<file path="src/hw/pse_pkg.sv">
// Shared constants and types for the symbol error and crossover register bank.
// Assumes a single core clock domain and a plain strobe register port.
package pse_pkg;

   // ----------------------------------------------------------------
   // Register port geometry and register indices
   // ----------------------------------------------------------------
   localparam int unsigned ADDR_W = 6;
   localparam int unsigned DATA_W = 16;
   localparam int unsigned IRQ_W  = 3;

   localparam logic [ADDR_W-1:0] SYM_ERR_IDX  = 6'h1a;
   localparam logic [ADDR_W-1:0] SPCS_IDX     = 6'h1b;
   localparam logic [ADDR_W-1:0] IRQ_STAT_IDX = 6'h20;
   localparam logic [ADDR_W-1:0] IRQ_MASK_IDX = 6'h21;

   // ----------------------------------------------------------------
   // Field positions of the special control/status register
   // ----------------------------------------------------------------
   localparam int unsigned XO_SRC_BIT  = 15;
   localparam int unsigned XO_EN_BIT   = 14;
   localparam int unsigned XO_ST_BIT   = 13;
   localparam int unsigned SQE_OFF_BIT = 11;
   localparam int unsigned FEFI_BIT    = 5;
   localparam int unsigned POL_BIT     = 4;

   // ----------------------------------------------------------------
   // Interrupt status and mask bit positions
   // ----------------------------------------------------------------
   localparam int unsigned IRQ_INC_BIT  = 0;
   localparam int unsigned IRQ_WRAP_BIT = 1;
   localparam int unsigned IRQ_POL_BIT  = 2;

   // ----------------------------------------------------------------
   // Reset values
   // ----------------------------------------------------------------
   localparam logic [DATA_W-1:0] SYM_ERR_RST  = 16'h0000;
   localparam logic [IRQ_W-1:0]  IRQ_RST      = 3'h0;
   localparam logic              XO_BIT_RST   = 1'b0;
   localparam logic              SQE_OFF_RST  = 1'b0;
   localparam logic              FEFI_PRE_RST = 1'b0;
   localparam logic              POL_RST      = 1'b0;

   typedef enum logic [1:0] {
      PSE_XO_STRAIGHT,
      PSE_XO_CROSS,
      PSE_XO_AUTO
   } pse_xo_mode_t;

   typedef enum logic [1:0] {
      PSE_INIT_SYNC,
      PSE_INIT_LOAD,
      PSE_INIT_RUN
   } pse_init_t;

   typedef struct packed {
      logic sym_err;
      logic rx_active;
      logic speed_10;
      logic pol_rev;
   } pse_rx_t;

   typedef struct packed {
      logic src;
      logic auto_en;
      logic state;
      logic sqe_off;
   } pse_ctrl_t;

endpackage

</file>
<file path="src/hw/pse_regs.sv">
// Per-port symbol error counter and special control/status register bank.
// Assumes a plain strobe register port on core_clk_i, receiver status from
// the same clock, and the fiber strap as an asynchronous pin.
//
// The plain strobed port was chosen for this implementation.
`timescale 1ns/1ps
module pse_regs #(
   parameter int unsigned CNT_W = pse_pkg::DATA_W
) (
   input  wire logic                          core_clk_i,
   input  wire logic                          rst_b_i,
   input  wire logic [pse_pkg::ADDR_W-1:0]    reg_addr_i,
   input  wire logic [pse_pkg::DATA_W-1:0]    reg_wdata_i,
   input  wire logic                          reg_wr_i,
   input  wire logic                          reg_rd_i,
   output logic      [pse_pkg::DATA_W-1:0]    reg_rdata_o,
   input  pse_pkg::pse_rx_t                   rx_i,
   input  wire logic                          phy_reset_i,
   input  wire logic                          soft_reset_i,
   input  wire logic                          fiber_strap_i,
   output logic                               xo_auto_o,
   output logic                               xo_cross_o,
   output logic                               heartbeat_en_o,
   output logic                               fefi_gen_en_o,
   output logic                               fefi_det_en_o,
   output logic                               irq_o
);

   // ----------------------------------------------------------------
   // Address decode
   // ----------------------------------------------------------------
   // Indices that match none of the compares are dropped on write and
   // read back as zero, so the bank tolerates a sparse index space.
   function automatic logic idx_hit(
      input logic [pse_pkg::ADDR_W-1:0] addr,
      input logic [pse_pkg::ADDR_W-1:0] idx
   );
      idx_hit = (addr == idx);
   endfunction

   logic wr_spcs;
   logic wr_stat;
   logic wr_mask;
   logic rd_cnt;
   logic rd_spcs;
   logic rd_stat;
   logic rd_mask;

   assign wr_spcs = reg_wr_i && idx_hit(reg_addr_i, pse_pkg::SPCS_IDX);
   assign wr_stat = reg_wr_i && idx_hit(reg_addr_i, pse_pkg::IRQ_STAT_IDX);
   assign wr_mask = reg_wr_i && idx_hit(reg_addr_i, pse_pkg::IRQ_MASK_IDX);
   assign rd_cnt  = reg_rd_i && idx_hit(reg_addr_i, pse_pkg::SYM_ERR_IDX);
   assign rd_spcs = reg_rd_i && idx_hit(reg_addr_i, pse_pkg::SPCS_IDX);
   assign rd_stat = reg_rd_i && idx_hit(reg_addr_i, pse_pkg::IRQ_STAT_IDX);
   assign rd_mask = reg_rd_i && idx_hit(reg_addr_i, pse_pkg::IRQ_MASK_IDX);

   // ----------------------------------------------------------------
   // Fiber strap synchroniser and capture after reset release
   // ----------------------------------------------------------------
   logic                strap_meta_q;
   logic                strap_sync_q;
   pse_pkg::pse_init_t  init_q;
   pse_pkg::pse_init_t  init_d;
   logic                strap_load;
   logic                strap_aged_q;

   // The aged flag marks the first edge after release, the one at which
   // the first synchroniser stage takes the pin for the first time.
   always_ff @(posedge core_clk_i or negedge rst_b_i) begin
      if (!rst_b_i) begin
         strap_meta_q <= 1'b0;
         strap_sync_q <= 1'b0;
         strap_aged_q <= 1'b0;
      end else begin
         strap_meta_q <= fiber_strap_i;
         strap_sync_q <= strap_meta_q;
         strap_aged_q <= 1'b1;
      end
   end

   // Two edges pass before the synchronised strap is trusted, so the
   // far end fault default is loaded on the third edge after release.
   // Loading any earlier would capture the reset value of the second
   // stage instead of the pin, and fiber ports would start with it off.
   always_comb begin
      init_d = init_q;
      unique case (init_q)
         pse_pkg::PSE_INIT_SYNC: begin
            if (strap_aged_q) begin
               init_d = pse_pkg::PSE_INIT_LOAD;
            end
         end
         pse_pkg::PSE_INIT_LOAD: init_d = pse_pkg::PSE_INIT_RUN;
         pse_pkg::PSE_INIT_RUN:  init_d = pse_pkg::PSE_INIT_RUN;
         default:                init_d = pse_pkg::PSE_INIT_SYNC;
      endcase
   end

   assign strap_load = (init_q == pse_pkg::PSE_INIT_LOAD);

   always_ff @(posedge core_clk_i or negedge rst_b_i) begin
      if (!rst_b_i) begin
         init_q <= pse_pkg::PSE_INIT_SYNC;
      end else begin
         init_q <= init_d;
      end
   end

   // ----------------------------------------------------------------
   // Symbol error counter
   // ----------------------------------------------------------------
   logic [CNT_W-1:0] cnt;
   logic             cnt_inc;
   logic             cnt_wrap;
   logic             any_phy_reset;

   // Both reset pulses clear the count; the pulse also wins over an
   // increment in the same cycle, so the count always restarts at zero.
   assign any_phy_reset = phy_reset_i || soft_reset_i;

   // The counter has no write path at all, so stray writes to its index
   // cannot disturb it.
   pse_sym_counter #(
      .WIDTH (CNT_W)
   ) u_counter (
      .core_clk_i  (core_clk_i),
      .rst_b_i     (rst_b_i),
      .clr_i       (any_phy_reset),
      .err_i       (rx_i.sym_err),
      .rx_active_i (rx_i.rx_active),
      .hold_i      (rx_i.speed_10),
      .count_o     (cnt),
      .inc_o       (cnt_inc),
      .wrap_o      (cnt_wrap)
   );

   // ----------------------------------------------------------------
   // Special control/status register
   // ----------------------------------------------------------------
   pse_pkg::pse_ctrl_t ctrl_q;
   pse_pkg::pse_ctrl_t ctrl_d;
   pse_pkg::pse_ctrl_t ctrl_rst;
   logic               fefi_q;
   logic               fefi_d;
   logic               pol_q;

   assign ctrl_rst = '{src:     pse_pkg::XO_BIT_RST,
                       auto_en: pse_pkg::XO_BIT_RST,
                       state:   pse_pkg::XO_BIT_RST,
                       sqe_off: pse_pkg::SQE_OFF_RST};

   // Soft reset leaves the crossover and heartbeat bits alone; only the
   // reset control path clears them.
   assign ctrl_d = phy_reset_i ? ctrl_rst :
                   wr_spcs ? '{src:     reg_wdata_i[pse_pkg::XO_SRC_BIT],
                               auto_en: reg_wdata_i[pse_pkg::XO_EN_BIT],
                               state:   reg_wdata_i[pse_pkg::XO_ST_BIT],
                               sqe_off: reg_wdata_i[pse_pkg::SQE_OFF_BIT]}
                           : ctrl_q;

   // Far end fault is not immune to soft reset and returns to the
   // strap-derived default on every kind of reset.
   assign fefi_d = (strap_load || any_phy_reset) ? strap_sync_q :
                   wr_spcs ? reg_wdata_i[pse_pkg::FEFI_BIT] :
                   fefi_q;

   // The polarity copy is status only: it is refreshed on every edge and
   // a write to its position is discarded.
   always_ff @(posedge core_clk_i or negedge rst_b_i) begin
      if (!rst_b_i) begin
         ctrl_q <= '0;
         fefi_q <= pse_pkg::FEFI_PRE_RST;
         pol_q  <= pse_pkg::POL_RST;
      end else begin
         ctrl_q <= ctrl_d;
         fefi_q <= fefi_d;
         pol_q  <= rx_i.pol_rev;
      end
   end

   // ----------------------------------------------------------------
   // Crossover, heartbeat and far end fault outputs
   // ----------------------------------------------------------------
   pse_pkg::pse_xo_mode_t xo_mode;
   logic                  xo_auto_q;
   logic                  xo_cross_q;
   logic                  hb_en_q;
   logic                  fefi_out_q;

   // Registering every control output costs one cycle after a write but
   // keeps decode glitches away from the line interface.
   pse_mdix_decode u_mdix (
      .ctrl_i (ctrl_q),
      .mode_o (xo_mode)
   );

   always_ff @(posedge core_clk_i or negedge rst_b_i) begin
      if (!rst_b_i) begin
         xo_auto_q  <= 1'b1;
         xo_cross_q <= 1'b0;
         hb_en_q    <= 1'b1;
         fefi_out_q <= 1'b0;
      end else begin
         xo_auto_q  <= (xo_mode == pse_pkg::PSE_XO_AUTO);
         xo_cross_q <= (xo_mode == pse_pkg::PSE_XO_CROSS);
         hb_en_q    <= !ctrl_q.sqe_off;
         fefi_out_q <= fefi_q;
      end
   end

   assign xo_auto_o      = xo_auto_q;
   assign xo_cross_o     = xo_cross_q;
   assign heartbeat_en_o = hb_en_q;
   assign fefi_gen_en_o  = fefi_out_q;
   assign fefi_det_en_o  = fefi_out_q;

   // ----------------------------------------------------------------
   // Interrupt status and mask
   // ----------------------------------------------------------------
   logic [pse_pkg::IRQ_W-1:0] irq_stat_q;
   logic [pse_pkg::IRQ_W-1:0] irq_stat_d;
   logic [pse_pkg::IRQ_W-1:0] irq_mask_q;
   logic [pse_pkg::IRQ_W-1:0] irq_set;
   logic [pse_pkg::IRQ_W-1:0] irq_clr;
   logic                      irq_q;

   // A polarity event is any change of the receive polarity level, found
   // by comparing the input with its copy from the cycle before.
   assign irq_set[pse_pkg::IRQ_INC_BIT]  = cnt_inc;
   assign irq_set[pse_pkg::IRQ_WRAP_BIT] = cnt_wrap;
   assign irq_set[pse_pkg::IRQ_POL_BIT]  = rx_i.pol_rev ^ pol_q;

   // The mask gates only the output: status bits latch whether or not
   // their source is enabled, so software can poll with the line masked.
   assign irq_clr = wr_stat ? reg_wdata_i[pse_pkg::IRQ_W-1:0] : '0;

   // A new event in the same cycle as its clear keeps the bit set.
   assign irq_stat_d = (irq_stat_q & ~irq_clr) | irq_set;

   always_ff @(posedge core_clk_i or negedge rst_b_i) begin
      if (!rst_b_i) begin
         irq_stat_q <= pse_pkg::IRQ_RST;
         irq_mask_q <= pse_pkg::IRQ_RST;
         irq_q      <= 1'b0;
      end else begin
         irq_stat_q <= irq_stat_d;
         irq_mask_q <= wr_mask ? reg_wdata_i[pse_pkg::IRQ_W-1:0]
                               : irq_mask_q;
         irq_q      <= |(irq_stat_d & irq_mask_q);
      end
   end

   assign irq_o = irq_q;

   // ----------------------------------------------------------------
   // Read data
   // ----------------------------------------------------------------
   logic [pse_pkg::DATA_W-1:0] spcs_view;
   logic [pse_pkg::DATA_W-1:0] cnt_view;
   logic [pse_pkg::DATA_W-1:0] stat_view;
   logic [pse_pkg::DATA_W-1:0] mask_view;
   logic [pse_pkg::DATA_W-1:0] rdata_d;
   logic [pse_pkg::DATA_W-1:0] rdata_q;

   // Reserved positions are built as constant zero, so writes never
   // reach them.
   always_comb begin
      spcs_view                       = '0;
      spcs_view[pse_pkg::XO_SRC_BIT]  = ctrl_q.src;
      spcs_view[pse_pkg::XO_EN_BIT]   = ctrl_q.auto_en;
      spcs_view[pse_pkg::XO_ST_BIT]   = ctrl_q.state;
      spcs_view[pse_pkg::SQE_OFF_BIT] = ctrl_q.sqe_off;
      spcs_view[pse_pkg::FEFI_BIT]    = fefi_q;
      spcs_view[pse_pkg::POL_BIT]     = pol_q;
   end

   assign cnt_view  = pse_pkg::DATA_W'(cnt);
   assign stat_view = pse_pkg::DATA_W'(irq_stat_q);
   assign mask_view = pse_pkg::DATA_W'(irq_mask_q);

   // Reading the counter has no side effect on it.
   assign rdata_d = rd_cnt  ? cnt_view  :
                    rd_spcs ? spcs_view :
                    rd_stat ? stat_view :
                    rd_mask ? mask_view :
                    pse_pkg::SYM_ERR_RST;

   always_ff @(posedge core_clk_i or negedge rst_b_i) begin
      if (!rst_b_i) begin
         rdata_q <= '0;
      end else begin
         rdata_q <= rdata_d;
      end
   end

   // Read data fall back to zero outside the answer cycle, so a stale
   // value is never mistaken for a fresh read.
   assign reg_rdata_o = rdata_q;

endmodule // pse_regs

</file>
<file path="src/hw/pse_sym_counter.sv">
// Receive symbol error counter, one count at most per packet.
// Assumes the error strobe and packet level come from the core clock domain.
`timescale 1ns/1ps
module pse_sym_counter #(
   parameter int unsigned WIDTH = 16
) (
   input  wire logic             core_clk_i,
   input  wire logic             rst_b_i,
   input  wire logic             clr_i,
   input  wire logic             err_i,
   input  wire logic             rx_active_i,
   input  wire logic             hold_i,
   output logic      [WIDTH-1:0] count_o,
   output logic                  inc_o,
   output logic                  wrap_o
);

   logic             counted_q;
   logic             counted_d;
   logic [WIDTH-1:0] count_q;
   logic             bump;

   assign bump      = err_i && !counted_q && !hold_i;
   assign counted_d = rx_active_i && (counted_q || bump);
   assign count_o   = count_q;
   assign inc_o     = bump;
   assign wrap_o    = bump && (&count_q);

   always_ff @(posedge core_clk_i or negedge rst_b_i) begin
      if (!rst_b_i) begin
         count_q   <= '0;
         counted_q <= 1'b0;
      end else if (clr_i) begin
         count_q   <= '0;
         counted_q <= 1'b0;
      end else begin
         count_q   <= count_q + WIDTH'(bump);
         counted_q <= counted_d;
      end
   end

endmodule // pse_sym_counter

</file>
<file path="src/hw/pse_mdix_decode.sv">
// Crossover mode decode from the control source, enable and state bits.
// Purely combinational; the caller registers the result.
`timescale 1ns/1ps
module pse_mdix_decode (
   input  pse_pkg::pse_ctrl_t   ctrl_i,
   output pse_pkg::pse_xo_mode_t mode_o
);

   logic [1:0] sel;

   assign sel = {ctrl_i.auto_en, ctrl_i.state};

   // The reserved code 11 falls back to automatic detection, the
   // least harmful choice if software misprograms the pair.
   assign mode_o = !ctrl_i.src ? pse_pkg::PSE_XO_AUTO :
                   (sel == 2'b00) ? pse_pkg::PSE_XO_STRAIGHT :
                   (sel == 2'b01) ? pse_pkg::PSE_XO_CROSS :
                   pse_pkg::PSE_XO_AUTO;

endmodule // pse_mdix_decode

</file>
<file path="config.mk">
export PLATFORM = sky130hd
export DESIGN_NAME = pse_regs
export DESIGN_NICKNAME = d
export VERILOG_FILES = /design/src/hw/pse_pkg.sv /design/src/hw/pse_regs.sv /design/src/hw/pse_sym_counter.sv /design/src/hw/pse_mdix_decode.sv
export SDC_FILE = /design/constraint.sdc
export NUM_CORES = 1
export LEC_CHECK = 0
export ABC_AREA = 1
export BUFFER_PORTS_ARGS = -buffer_cell sky130_fd_sc_hd__buf_2
export CAP_MARGIN = 40
export CORE_MARGIN = 4
export CORE_UTILIZATION = 27
export DETAILED_ROUTE_END_ITERATION = 6
export PLACE_DENSITY = 0.53
export SLEW_MARGIN = 20
export SYNTH_ARGS = -nofsm -noshare
export SYNTH_HDL_FRONTEND = slang
export SYNTH_SLANG_ARGS = --single-unit
</file>
<file path="constraint.sdc">
create_clock -name core_clk_i -period 2.05 [get_ports core_clk_i]
set_clock_uncertainty 0.1 [all_clocks]
set_input_delay 0.615 -clock core_clk_i [delete_from_list [all_inputs] [get_ports core_clk_i]]
set_output_delay 0.615 -clock core_clk_i [all_outputs]
set_load 0.05 [all_outputs]
</file>
======== Word level (Yosys, flattened, before mapping) ========
Cells that the tools add are included.
storage, ports and cells
  bits in registers ....................... 55
  latch bits .............................. 0
  RAM bits ................................ 0
  memory bits (read-only) ................. 0
  input bits .............................. 33
  output and inout port bits .............. 22
  logic and storage cells ................. 76
  memories ................................ 0
operators by class
  $add $sub $neg .......................... 1
  multipliers ............................. 0
  divide/modulo/power cells ............... 0
  magnitude comparators ................... 0
  eq/ne operators ......................... 10
  shifts and indexed selects .............. 0
  mux-type cells .......................... 16
  bitwise gates (word level) .............. 5
  reductions and logical operators ........ 24
operator list
  operator              number
  $mux W16              3
  $add A16 B1 Y16       1
  $reduce_and A16 Y1    1
  $eq A6 B5 Y1 const B  2
  $eq A6 B6 Y1 const B  2
  $logic_and A1 B1 Y1   11
  $mux W3               3
  $mux W2               4
  $mux W4               2
  $and A3 B3 Y3         2
  $eq A2 B1 Y1 const B  3
  $eq A2 B2 Y1 const B  2
  $logic_not A2 Y1      2
  $pmux W2 S2           1
  $reduce_bool A2 Y1    2
  $logic_not A1 Y1      3
  $logic_or A1 B1 Y1    3
  $mux W1               3
  $not A3 Y3            1
  $or A3 B3 Y3          1
  $reduce_or A3 Y1      1
  $ne A2 B2 Y1 const B  1
  $reduce_or A2 Y1      1
  $xor A1 B1 Y1         1

======== Longest topological paths before layout ========
Gate-level depths: netlist of run 1.
  depth after elaboration ................. 8
  depth in mapped cells ................... 11
  mapped depth without buffers ............ 11

======== Hierarchy ========
From an unflattened synthesis of run 1, not the netlist that was laid out.
unflattened totals
  cells, all modules ...................... 320
  area total of the unflattened synthesis .. 2,656.3 um^2
by module, submodules not included
  module           instances  cells an instance  area each (um^2)  seq. area each (um^2)
  pse_regs         1          178                1,624.1           953.4
  pse_sym_counter  1          138                1,012.2           425.4
  pse_mdix_decode  1          4                  20.0              0.0

======== Worst setup path after synthesis of run 1 ========
No wires, ideal clock.
  kind .................................... input to register
  start ................................... input port rx_i[1] in the netlist's numbering
  end ..................................... register u_counter.count_q[12], in the netlist u_counter.count_o[12]
  setup time .............................. 0.123 ns
  arrival time ............................ 1.957 ns
  data required time ...................... 1.827 ns
  path slack .............................. -0.131 ns
  stages .................................. 10
  path buffers ............................ 0
  cell sequence ........................... nor3_1 > ha_1 > ha_1 > nand2_1 > nor2_2 > nand2_2 > nor2_4 > nand2_1 > o21ai_1 > a21oi_1
between the ends
  word-level cells in the longest chain between the ends .. 4
ends and longest elaborated chain
  item                  RTL line               text
  from (decl)           pse_regs.sv:17         input pse_pkg::pse_rx_t rx_i,
  $logic_not A1 Y1      pse_sym_counter.sv:23  assign bump = err_i && !counted_q && !hold_i;
  $logic_and A1 B1 Y1   pse_sym_counter.sv:23
  $add A16 B1 Y16       pse_sym_counter.sv:37  count_q <= count_q + WIDTH'(bump);
  $mux W16              pse_sym_counter.sv:33  end else if (clr_i) begin
  to (signal assigned)  pse_sym_counter.sv:37
  to (decl)             pse_sym_counter.sv:20  logic [WIDTH-1:0] count_q;
Every way passes these cells.
A chain may end at the register's enable or synchronous reset.

======== Worst setup path after layout of run 1 ========
  start ................................... register u_counter.counted_q
  end ..................................... register u_counter.count_q[12], in the netlist u_counter.count_o[12]
between the ends
  word-level cells in the longest chain between the ends .. 5
ends and longest elaborated chain
  item                              RTL line               text
  from (decl)                       pse_sym_counter.sv:18  logic counted_q;
  from (signal assigned)            pse_sym_counter.sv:38  counted_q <= counted_d;
  $logic_not A1 Y1                  pse_sym_counter.sv:23
  $logic_and A1 B1 Y1 (2 in a row)  pse_sym_counter.sv:23
  $add A16 B1 Y16                   pse_sym_counter.sv:37
  $mux W16                          pse_sym_counter.sv:33
Every way passes these cells.

==> results.yml, run 1 <==
outcome:
  outcome: "completed"
floorplan:
  rows: 34
  io_pins: 55
  die-area_um2: 10600
  fp.dieW_um: 103
  die_h_um: 103
  initial_utilization_pct: 27.8
  core_area_um2: 8760
critical_path:
  endpoint_kind: "flop"
  cp-start-kind: "flop"
  r2r_slack_ns: 0.14
  reg2reg_from: "u_counter.counted_q"
  ff2ff_path_depth: 10
  reg2reg_to: "u_counter.count_o[12]"
  cp_data_arrival_time_ns: 2.01
  path_class: "reg2reg"
  worst_ep_required_time_ns: 2.15
  worstPathMaxFanout: 4
routing:
  wire_per_inst_um: 11.8
  drt_iter0_markers: 84
  drtAntennaViolNets: 0
  remaining_drc_errors: 0
  routed_wl_um: 5240
  dr.pass1.iters: 4
  viasPerCell: 4.30
  num_vias: 1913
pwr:
  intPower_uw: 1450
  swShare_pct: 27.5
  comb_power_share_pct: 11.9
  clkPwrFrac_pct: 30.9
  power.leakage_uw: 0.00148
  vdd_drop_max_uv: 263
  power.density_nw_per_um2: 668
  p_seq_share_pct: 57.2
  switchingPower_uw: 552
cts:
  cts_hold_repair.buffers: 0
  cts_tree: "built"
  cts.sinks: 55
  h-tree-depth: 2
  clock_latency_ns: 0.31
  cts_resized: 0
  clockBufferDepth: 2
  cts_setup_buffers: 0
  cts.clk_slew.worst_paths_ns: 0.11
  cts_root_buf: "clkbuf_8"
  numCtsBuffers: 5
grt:
  track_usage_pct: 10.9
  antenna_found_initial: 0
  grt_pass1_wl_um: 9050
  grt_pass1_vias: 1911
  grt_max_degree: 56
  gr-total-overflow: 0
finish:
  nets: 374
  final_util_pct: 34.3
  drive_above_1_share_pct: 26.1
  fin_area_um2: 3000
  diodes: 0
  syn_to_final_growth_pct: 23.3
sta:
  timing.final.crit_share_pct: 93.4
  timing.hold.ws_ns: 0.177
  min_period_ns: 1.91
  finalSetupTns_ns: 0
  slew_viol_final: 0
  setup-violations-final: 0
  max_freq_mhz: 522
  hold_viol: 0
synth:
  ys_ff_latch: 55
  netlist.area_leader.share_pct: 54.4
  synthFlopType: "dfrtp_1"
  synth_area_leader_cell: "dfrtp_1"
  syn_area_um2: 2440
  async_flop_share_pct: 100
  syn_area_per_cell_um2: 8.79
  synth_cell_type_count: 25
  ys_seq_area_share_pct: 56.6
  netlist_instances: 277
  yosysWarnings: 0
  synthTopCellsByArea: "dfrtp_1 54%, nand2_1 9.7%, nor2_1 5.7%"
  synth_edf_count: 0
  synth_nets: 315
placed_design:
  io_buffers: 46
  gp_congestion: 0.847
  post-dp-hpwl_um: 3870
  dpl_cell_area_um2: 2880
worst_hold_path:
  hold_class: "in2async"
flow_run:
  maxCapViolCount: 0
[logic make-up after synthesis]
group           synth area share [%]
simple gates                    26.6
flops                           56.6
buf+inv                         6.11
compound gates                  7.65
fa+ha+maj                       2.57
xor+xnor                       0.360
other cells                    0.154
[cell usage after synthesis (3+ instances only)]
cell and instances:
ha_1 5, nor2_1 37, nand3_1 21, a21oi_1 12, inv_2 3, nor3_1 3, nor2_4 4, inv_1 32
o21ai_0 21, o21ai_1 3, nand4_1 3, nand3_2 3, dfrtp_1 53, nand2_1 63
[state kept, by name, indices dropped and copies added (netlist names), 2 cells and up]
register,count
reg_rdata_o,16
u_counter.count_o,16
ctrl_q,4
irq_mask_q,3
irq_stat_q,3
init_q,2
[placed cells by master, fill, tap and decap left out, drive strengths merged]
cell type / synthesis / layout
dfstp: 2 / 2
conb: 1 / 1
nand4: 3 / 3
clkinv: 0 / 2
a21oi: 12 / 12
nand3: 24 / 24
nor2: 42 / 42
clkbuf: 0 / 5
o21ai: 24 / 24
dfrtp: 53 / 53
inv: 35 / 35
a31oi: 1 / 1
nand2: 66 / 66
clkinvlp: 0 / 1
buf: 3 / 55
nand3b: 1 / 1
ha: 5 / 5
xnor2: 1 / 1
nor3: 4 / 4
[metal layers]
| layer | vias up | global-route usage [%] | share of wire [%] |
|---|---|---|---|
| met3 | 4 | 2.50 | 4.8 |
| li1 | 997 | - | - |
| met4 | 0 | 3.29 | 1.3 |
| met2 | 41 | 16.7 | 45 |
| met5 | - | 0 | 0 |
| met1 | 871 | 15.4 | 49 |
[power groups by stage]
| stage | clock, uW | combinational (uW) | sequential (uW) |
|---|---|---|---|
| floorplan | 0 | 130 | 1190 |
| global placement | 0 | 236 | 1170 |
| detailed placement | 0 | 244 | 1170 |
| CTS | 647 | 245 | 1150 |
| global route | 701 | 286 | 1160 |
| finish | 620 | 238 | 1150 |
[area by class of cell]
| class | count | area (um^2) |
|---|---|---|
| Multi-Input combinational cell | 184 | 953 |
| Fill cell | 933 | 5760 |
| Timing Repair Buffer | 55 | 310 |
| Clock buffer | 5 | 68.8 |
| Tap cell | 108 | 135 |
| Sequential cell | 55 | 1380 |
| Inverter | 35 | 131 |
| Clock inverter | 3 | 25.0 |
[worst max-delay path by stage]
stage / cells after the start / from / end / slack (ns)
2_1_floorplan: 10 / rx_i[1] / u_counter.count_o[12] / 0.01
3_3_place_gp: 11 / rx_i[1] / u_counter.count_o[12] / -0.20
3_5_place_dp: 11 / rx_i[1] / u_counter.count_o[12] / -0.22
4_1_cts: 10 / u_counter.counted_q / u_counter.count_o[12] / 0.06
5_1_grt: 10 / u_counter.counted_q / u_counter.count_o[12] / -0.007
6_report: 10 / u_counter.counted_q / u_counter.count_o[12] / 0.14
[worst max-delay path, stage by stage (launching register included)]
cell     delay [ns]
dfrtp_1        0.42
nor3_4         0.19
ha_2           0.23
ha_4           0.14
nand2_2        0.07
nor2_4         0.10
nand2_2        0.10
nor2_4         0.17
nand2_2        0.08
o21ai_2        0.13
a21oi_1        0.05
[metrics by stage]
step,std cells,power [uW],worst slack [ns]
4_1_cts,445,2040,0.0612
6_report,445,2010,0.136
2_1_floorplan,277,1320,0.0107
3_3_place_gp,437,1400,-0.203
5_1_grt,445,2140,-0.00727
3_5_place_dp,437,1410,-0.221
No activity file was read; power rests on OpenSTA's default activity.
==> inputs of run 2 (changes only) <==
--- a/config.mk
+++ b/config.mk
@@ -9,9 +9,9 @@
 export BUFFER_PORTS_ARGS = -buffer_cell sky130_fd_sc_hd__buf_2
 export CAP_MARGIN = 40
 export CORE_MARGIN = 4
-export CORE_UTILIZATION = 27
+export CORE_UTILIZATION = 48
 export DETAILED_ROUTE_END_ITERATION = 6
-export PLACE_DENSITY = 0.53
+export PLACE_DENSITY = 0.81
 export SLEW_MARGIN = 20
 export SYNTH_ARGS = -nofsm -noshare
 export SYNTH_HDL_FRONTEND = slang
==> run 2 against run 1 <==
Net effect: flip-flop and latch count unchanged; non-clock buffer count unchanged; first-iteration DRC count up 39%; combinational power up 5%; worst setup slack worse by 0.0048 ns; wire length down 4.1%; fmax down 0.25%; register-to-register slack about the same; core utilization up 27 points; count of clock-buffer cells in the layout unchanged; die area down 41%; largest cell class unchanged.
==> results.yml, run 2 (synthesized netlist as in run 1, its figures left out) <==
cts:
  numCtsBuffers: 5
  cts_hold_repair.buffers: 0
  cts_tree: "built"
  cts_root_buf: "clkbuf_8"
  h-tree-depth: 2
  clockBufferDepth: 2
  cts.clk_slew.worst_paths_ns: 0.11
  clock_latency_ns: 0.32
  cts.sinks: 55
critical_path:
  crit_buf_inv: 0
  cp-start-kind: "flop"
  cp_slowest_cell: "dfrtp_1"
  cp_data_arrival_time_ns: 2.02
  worst_ep_required_time_ns: 2.16
  crit_family: "simple AND/OR/NAND/NOR gates"
  path_class: "reg2reg"
  endpoint_kind: "flop"
  cp_cell_sequence: "nor3_4 > ha_2 > ha_4 > nand2_2 > nor2_4 > nand2_2 > nor2_4 > nand3_2 > o21ai_1 > nor2_1"
  worstPathMaxFanout: 4
  slowest_delay_ns: 0.42
finish:
  syn_to_final_growth_pct: 21.5
  nets: 374
  drive_above_1_share_pct: 25.5
  final_util_pct: 61.4
  diodes: 0
  layout_common_cells: "62 x nand2_1, 53 x dfrtp_1, 46 x buf_2"
  final_common_cell: "nand2_1"
sta:
  rsz0062_at_grt: "false"
  slew_viol_final: 0
  min_period_ns: 1.92
  max_freq_mhz: 521
  setup-violations-final: 0
  timing.final.crit_share_pct: 93.6
  hold_viol: 0
  timing.hold.ws_ns: 0.133
routing:
  drt_iter0_markers: 117
  remaining_drc_errors: 0
  viasPerCell: 4.98
  drtAntennaViolNets: 0
  wire_per_inst_um: 12.4
  dr.pass1.iters: 4
  num_vias: 2012
  routed_wl_um: 5020
floorplan:
  rows: 25
  die_h_um: 79.2
  die-area_um2: 6280
  core_area_um2: 4820
  fp.dieW_um: 79.2
  initial_utilization_pct: 50.6
  io_pins: 55
grt:
  gr-total-overflow: 0
  grt_pass1_vias: 2011
  grtUsageMet2_pct: 30.6
  antenna_found_initial: 0
  track_usage_pct: 17.5
  grt_max_degree: 21
  grt_util_met1_pct: 20.8
  grtUsageMet3_pct: 3.85
  gr-max-usage-layer: "met2"
  grt_pass1_wl_um: 8620
pwr:
  p_seq_share_pct: 56.4
  comb_power_share_pct: 12.3
  vdd_drop_max_uv: 386
  intPower_uw: 1470
  swShare_pct: 27.8
  power.density_nw_per_um2: 687
  power.leakage_uw: 0.00149
  clkPwrFrac_pct: 31.3
  switchingPower_uw: 566
placed_design:
  gp_congestion: 0.880
  post-dp-hpwl_um: 3690
  io_buffers: 46
outcome:
  outcome: "completed"
flow_run:
  maxCapViolCount: 0
worst_hold_path:
  hold_class: "in2async"
[run 2: cell types whose count changed in the layout (fill, tap and decap cells not counted), sizes merged]
cell and change:
inv +3, clkinvlp -1, clkinv -2
[run 2: layer usage]
layer | part of all wire (%) | up-vias | wire, um
met5 | 0 | - | 0
met4 | 2.1 | 0 | 104
met3 | 5.0 | 10 | 252
met2 | 52 | 52 | 2600
met1 | 41 | 954 | 2070
li1 | - | 996 | -
[run 2: final cells by class]
cell class / count / area [um^2]
multi-input cells: 184 / 947
fillers: 418 / 1860
flip-flops and latches: 55 / 1380
repair buffers: 55 / 323
clock buffers: 5 / 68.8
inverters: 35 / 131
well taps: 67 / 83.8
clock inverters: 3 / 26.3
[run 2: timing repair]
action                                 in CTS  in global routing
setup endpoints to repair                   0                  3
setup buffers                               0                  1
gates resized for setup                     0                  5
endpoints found under the hold margin       0                  0
[run 2: per-stage QoR]
stage	instance area [um^2]	cells	power (uW)	setup slack (ns)	TNS, ns
after floorplan	2450	277	1320	0.0107	0
after global placement	2830	395	1400	-0.177	-0.543
after detailed placement	2830	395	1420	-0.235	-0.696
after CTS	2930	403	2040	0.0635	0
after global routing	2960	404	2130	0.000720	0
final	2960	404	2030	0.131	0
[run 2: worst register-to-register path: stages (launching register included)]
cell     delay, ns
dfrtp_1       0.42
nor3_4        0.18
ha_2          0.24
ha_4          0.15
nand2_2       0.07
nor2_4        0.10
nand2_2       0.11
nor2_4        0.16
nand3_2       0.08
o21ai_1       0.15
nor2_1        0.06
[run 2: power groups by stage]
stage | clock network, uW | logic [uW] | registers [uW]
after floorplan | 0 | 130 | 1190
after global placement | 0 | 234 | 1170
after detailed placement | 0 | 248 | 1170
after CTS | 643 | 252 | 1150
after global routing | 702 | 277 | 1150
final | 636 | 250 | 1150
[run 2: path summary, 6_finish.rpt]
path	to	cells after the start	startpoint	slack, ns
worst max-delay path	u_counter.count_o[14]	10	u_counter.counted_q	0.13
worst min-delay path	reg_rdata_o[7]	1	rst_b_i	0.13
worst max register to register	u_counter.count_o[14]	10	u_counter.counted_q	0.13
worst min register to register	strap_sync_q	0	strap_meta_q	0.27
max in group asynchronous	heartbeat_en_o	2	rst_b_i	1.19
min in group core_clk_i	strap_sync_q	0	strap_meta_q	0.27
==> inputs of run 3 (changes only) <==
--- a/config.mk
+++ b/config.mk
@@ -8,10 +8,11 @@
 export ABC_AREA = 1
 export BUFFER_PORTS_ARGS = -buffer_cell sky130_fd_sc_hd__buf_2
 export CAP_MARGIN = 40
+export CORE_ASPECT_RATIO = 0.75
 export CORE_MARGIN = 4
 export CORE_UTILIZATION = 48
 export DETAILED_ROUTE_END_ITERATION = 6
-export PLACE_DENSITY = 0.81
+export PLACE_DENSITY = 0.75
 export SLEW_MARGIN = 20
 export SYNTH_ARGS = -nofsm -noshare
 export SYNTH_HDL_FRONTEND = slang
==> constraint.sdc (replaced) <==
create_clock -name core_clk_i -period 2.05 [get_ports core_clk_i]
set_clock_uncertainty 0.1 [all_clocks]
set_input_delay 0.615 -clock core_clk_i [delete_from_list [all_inputs] [get_ports core_clk_i]]
set_output_delay 0.615 -clock core_clk_i [all_outputs]
set_load 0.02 [all_outputs]
==> run 3 against run 2 <==
Net effect: flip-flop and latch count did not move; die area grew 0.19%; sequential power is essentially flat; wire length shrank 2.6%; register-to-register slack lost 0.02 ns; via count shrank 3.0%; worst hold slack improved by 0.039 ns; combinational power fell by 11%; clock power rose by 9.4%; critical path depth up 1; core utilization down 1.1 points; final area is essentially flat; critical path type is now in2reg; largest cell class unchanged; highest routed layer unchanged.
==> results.yml, run 3 (synthesized netlist as in run 1, its figures left out) <==
floorplan:
  initial_utilization_pct: 49.7
  die_h_um: 69.7
  rows: 22
  fp.dieW_um: 90.3
  core_area_um2: 4900
  io_pins: 55
  die-area_um2: 6290
sta:
  hold_viol: 0
  setup_ws_ns: 0.0976
  min_period_ns: 1.95
  rsz0062_at_grt: "true"
  max_freq_mhz: 512
  timing.final.crit_share_pct: 95.2
  finalSetupTns_ns: 0
  slew_viol_final: 0
  setup-violations-final: 0
critical_path:
  slowest_delay_ns: 0.25
  cp_data_arrival_time_ns: 2.05
  worstPathMaxFanout: 4
  endpoint_kind: "flop"
  cp_cell_sequence: "buf_2 > nor3_4 > ha_2 > ha_4 > nand2_4 > nor2_4 > nand2_4 > nor2_4 > nand3_2 > o21ai_2 > nor2_1"
  cp-start-kind: "input port"
  path_class: "in2reg"
  worst_ep_required_time_ns: 2.15
  cp_slowest_cell: "ha_2"
cts:
  numCtsBuffers: 5
  cts_root_buf: "clkbuf_8"
  clock_latency_ns: 0.31
  cts_hold_repair.buffers: 0
  clockBufferDepth: 2
  cts.sinks: 55
  cts_tree: "built"
  h-tree-depth: 2
  cts.clk_slew.worst_paths_ns: 0.09
placed_design:
  post-dp-hpwl_um: 3560
  gp_congestion: 0.844
  dp.cells: 386
  dpl_worst_slack_ns: -0.291
  dpl_cell_area_um2: 2800
  io_buffers: 46
routing:
  wire_per_inst_um: 12.4
  num_vias: 1952
  dr.pass1.iters: 5
  drtAntennaViolNets: 0
  routed_wl_um: 4890
  drt_iter0_markers: 96
  viasPerCell: 4.93
  remaining_drc_errors: 0
grt:
  grt_pass1_wl_um: 8220
  gr-total-overflow: 0
  grt_max_degree: 56
  grt_pass1_vias: 1831
  track_usage_pct: 16.3
  antenna_found_initial: 0
flow_run:
  maxCapViolCount: 0
finish:
  final_common_cell: "nand2_1"
  diodes: 0
  multi_input_area_um2: 963
  drive_above_1_share_pct: 25.3
  instances_no_fill: 396
  regArea_um2: 1380
  fillerInstances: 461
  syn_to_final_growth_pct: 21.4
  nets: 373
  fin_area_um2: 2960
  layout_common_cells: "61 x nand2_1, 53 x dfrtp_1, 46 x buf_2"
pwr:
  vdd_drop_max_uv: 404
  power.density_nw_per_um2: 699
  power.leakage_uw: 0.00152
outcome:
  outcome: "completed"
worst_hold_path:
  hold_class: "in2async"
==> run 3: cell types whose count changed in the layout (fill, tap and decap cells not counted) <==
cell,change
buf_12,-1
bufinv_16,+1
o21ai_2,+1
clkbuf_1,+2
inv_6,-3
o21ai_1,-1
nand2_2,-1
nand2_4,+2
nand2_1,-1
==> run 3: final timing paths <==
check	endpoint	slack (ns)	cells after the start	from
setup / recovery	u_counter.count_o[14]	0.1	11	rx_i[1]
hold / removal	reg_rdata_o[0]	0.17	2	rst_b_i
hold reg to reg	strap_sync_q	0.25	0	strap_meta_q
max in group asynchronous	heartbeat_en_o	1.37	2	rst_b_i
setup reg to reg	u_counter.count_o[14]	0.11	10	u_counter.counted_q
min in group core_clk_i	strap_sync_q	0.25	0	strap_meta_q
==> run 3: per-layer routing <==
layer,part of all wire (%),GRT usage [%],up-vias
met1,47,21.4,894
li1,-,-,993
met2,46,26.2,61
met3,6.7,4.23,4
met4,1.0,5.94,0
met5,0,0,-
==> run 3: repair_timing <==
item / in CTS / in global routing
setup endpoints to repair: 0 / 5
buffers inserted: 0 / 2
resized for setup: 0 / 9
==> run 3: layout make-up <==
type / count / share of cell area (%)
Clock buffer: 7 / 2.58
Clock inverter: 1 / 1.02
Inverter: 35 / 4.44
Multi-Input combinational cell: 184 / 32.6
Sequential cell: 55 / 46.6
Tap cell: 60 / 2.54
Timing Repair Buffer: 54 / 10.2
==> run 3: through the flow <==
| step | util [%] | hold slack [ns] | power (uW) |
|---|---|---|---|
| 6_report | 60.4 | 0.172 | 2070 |
| 2_1_floorplan | - | 0.219 | 1300 |
| 3_5_place_dp | 57.0 | 0.236 | 1390 |
| 4_1_cts | 59.2 | 0.195 | 2090 |
| 3_3_place_gp | 57.0 | 0.234 | 1380 |
| 5_1_grt | 60.4 | 0.197 | 2180 |
==> run 3: power breakdown <==
part	switching (uW)	internal, uW
clock	331	366
combinational	141	81.7
sequential	19.0	1130
==> run 3: worst max-delay path: cells and delay by family <==
kind / cells / cell delay (ns)
buf+inv: 1 / 0.11
compound gates: 1 / 0.13
simple gates: 7 / 0.77
fa+ha+maj: 2 / 0.41
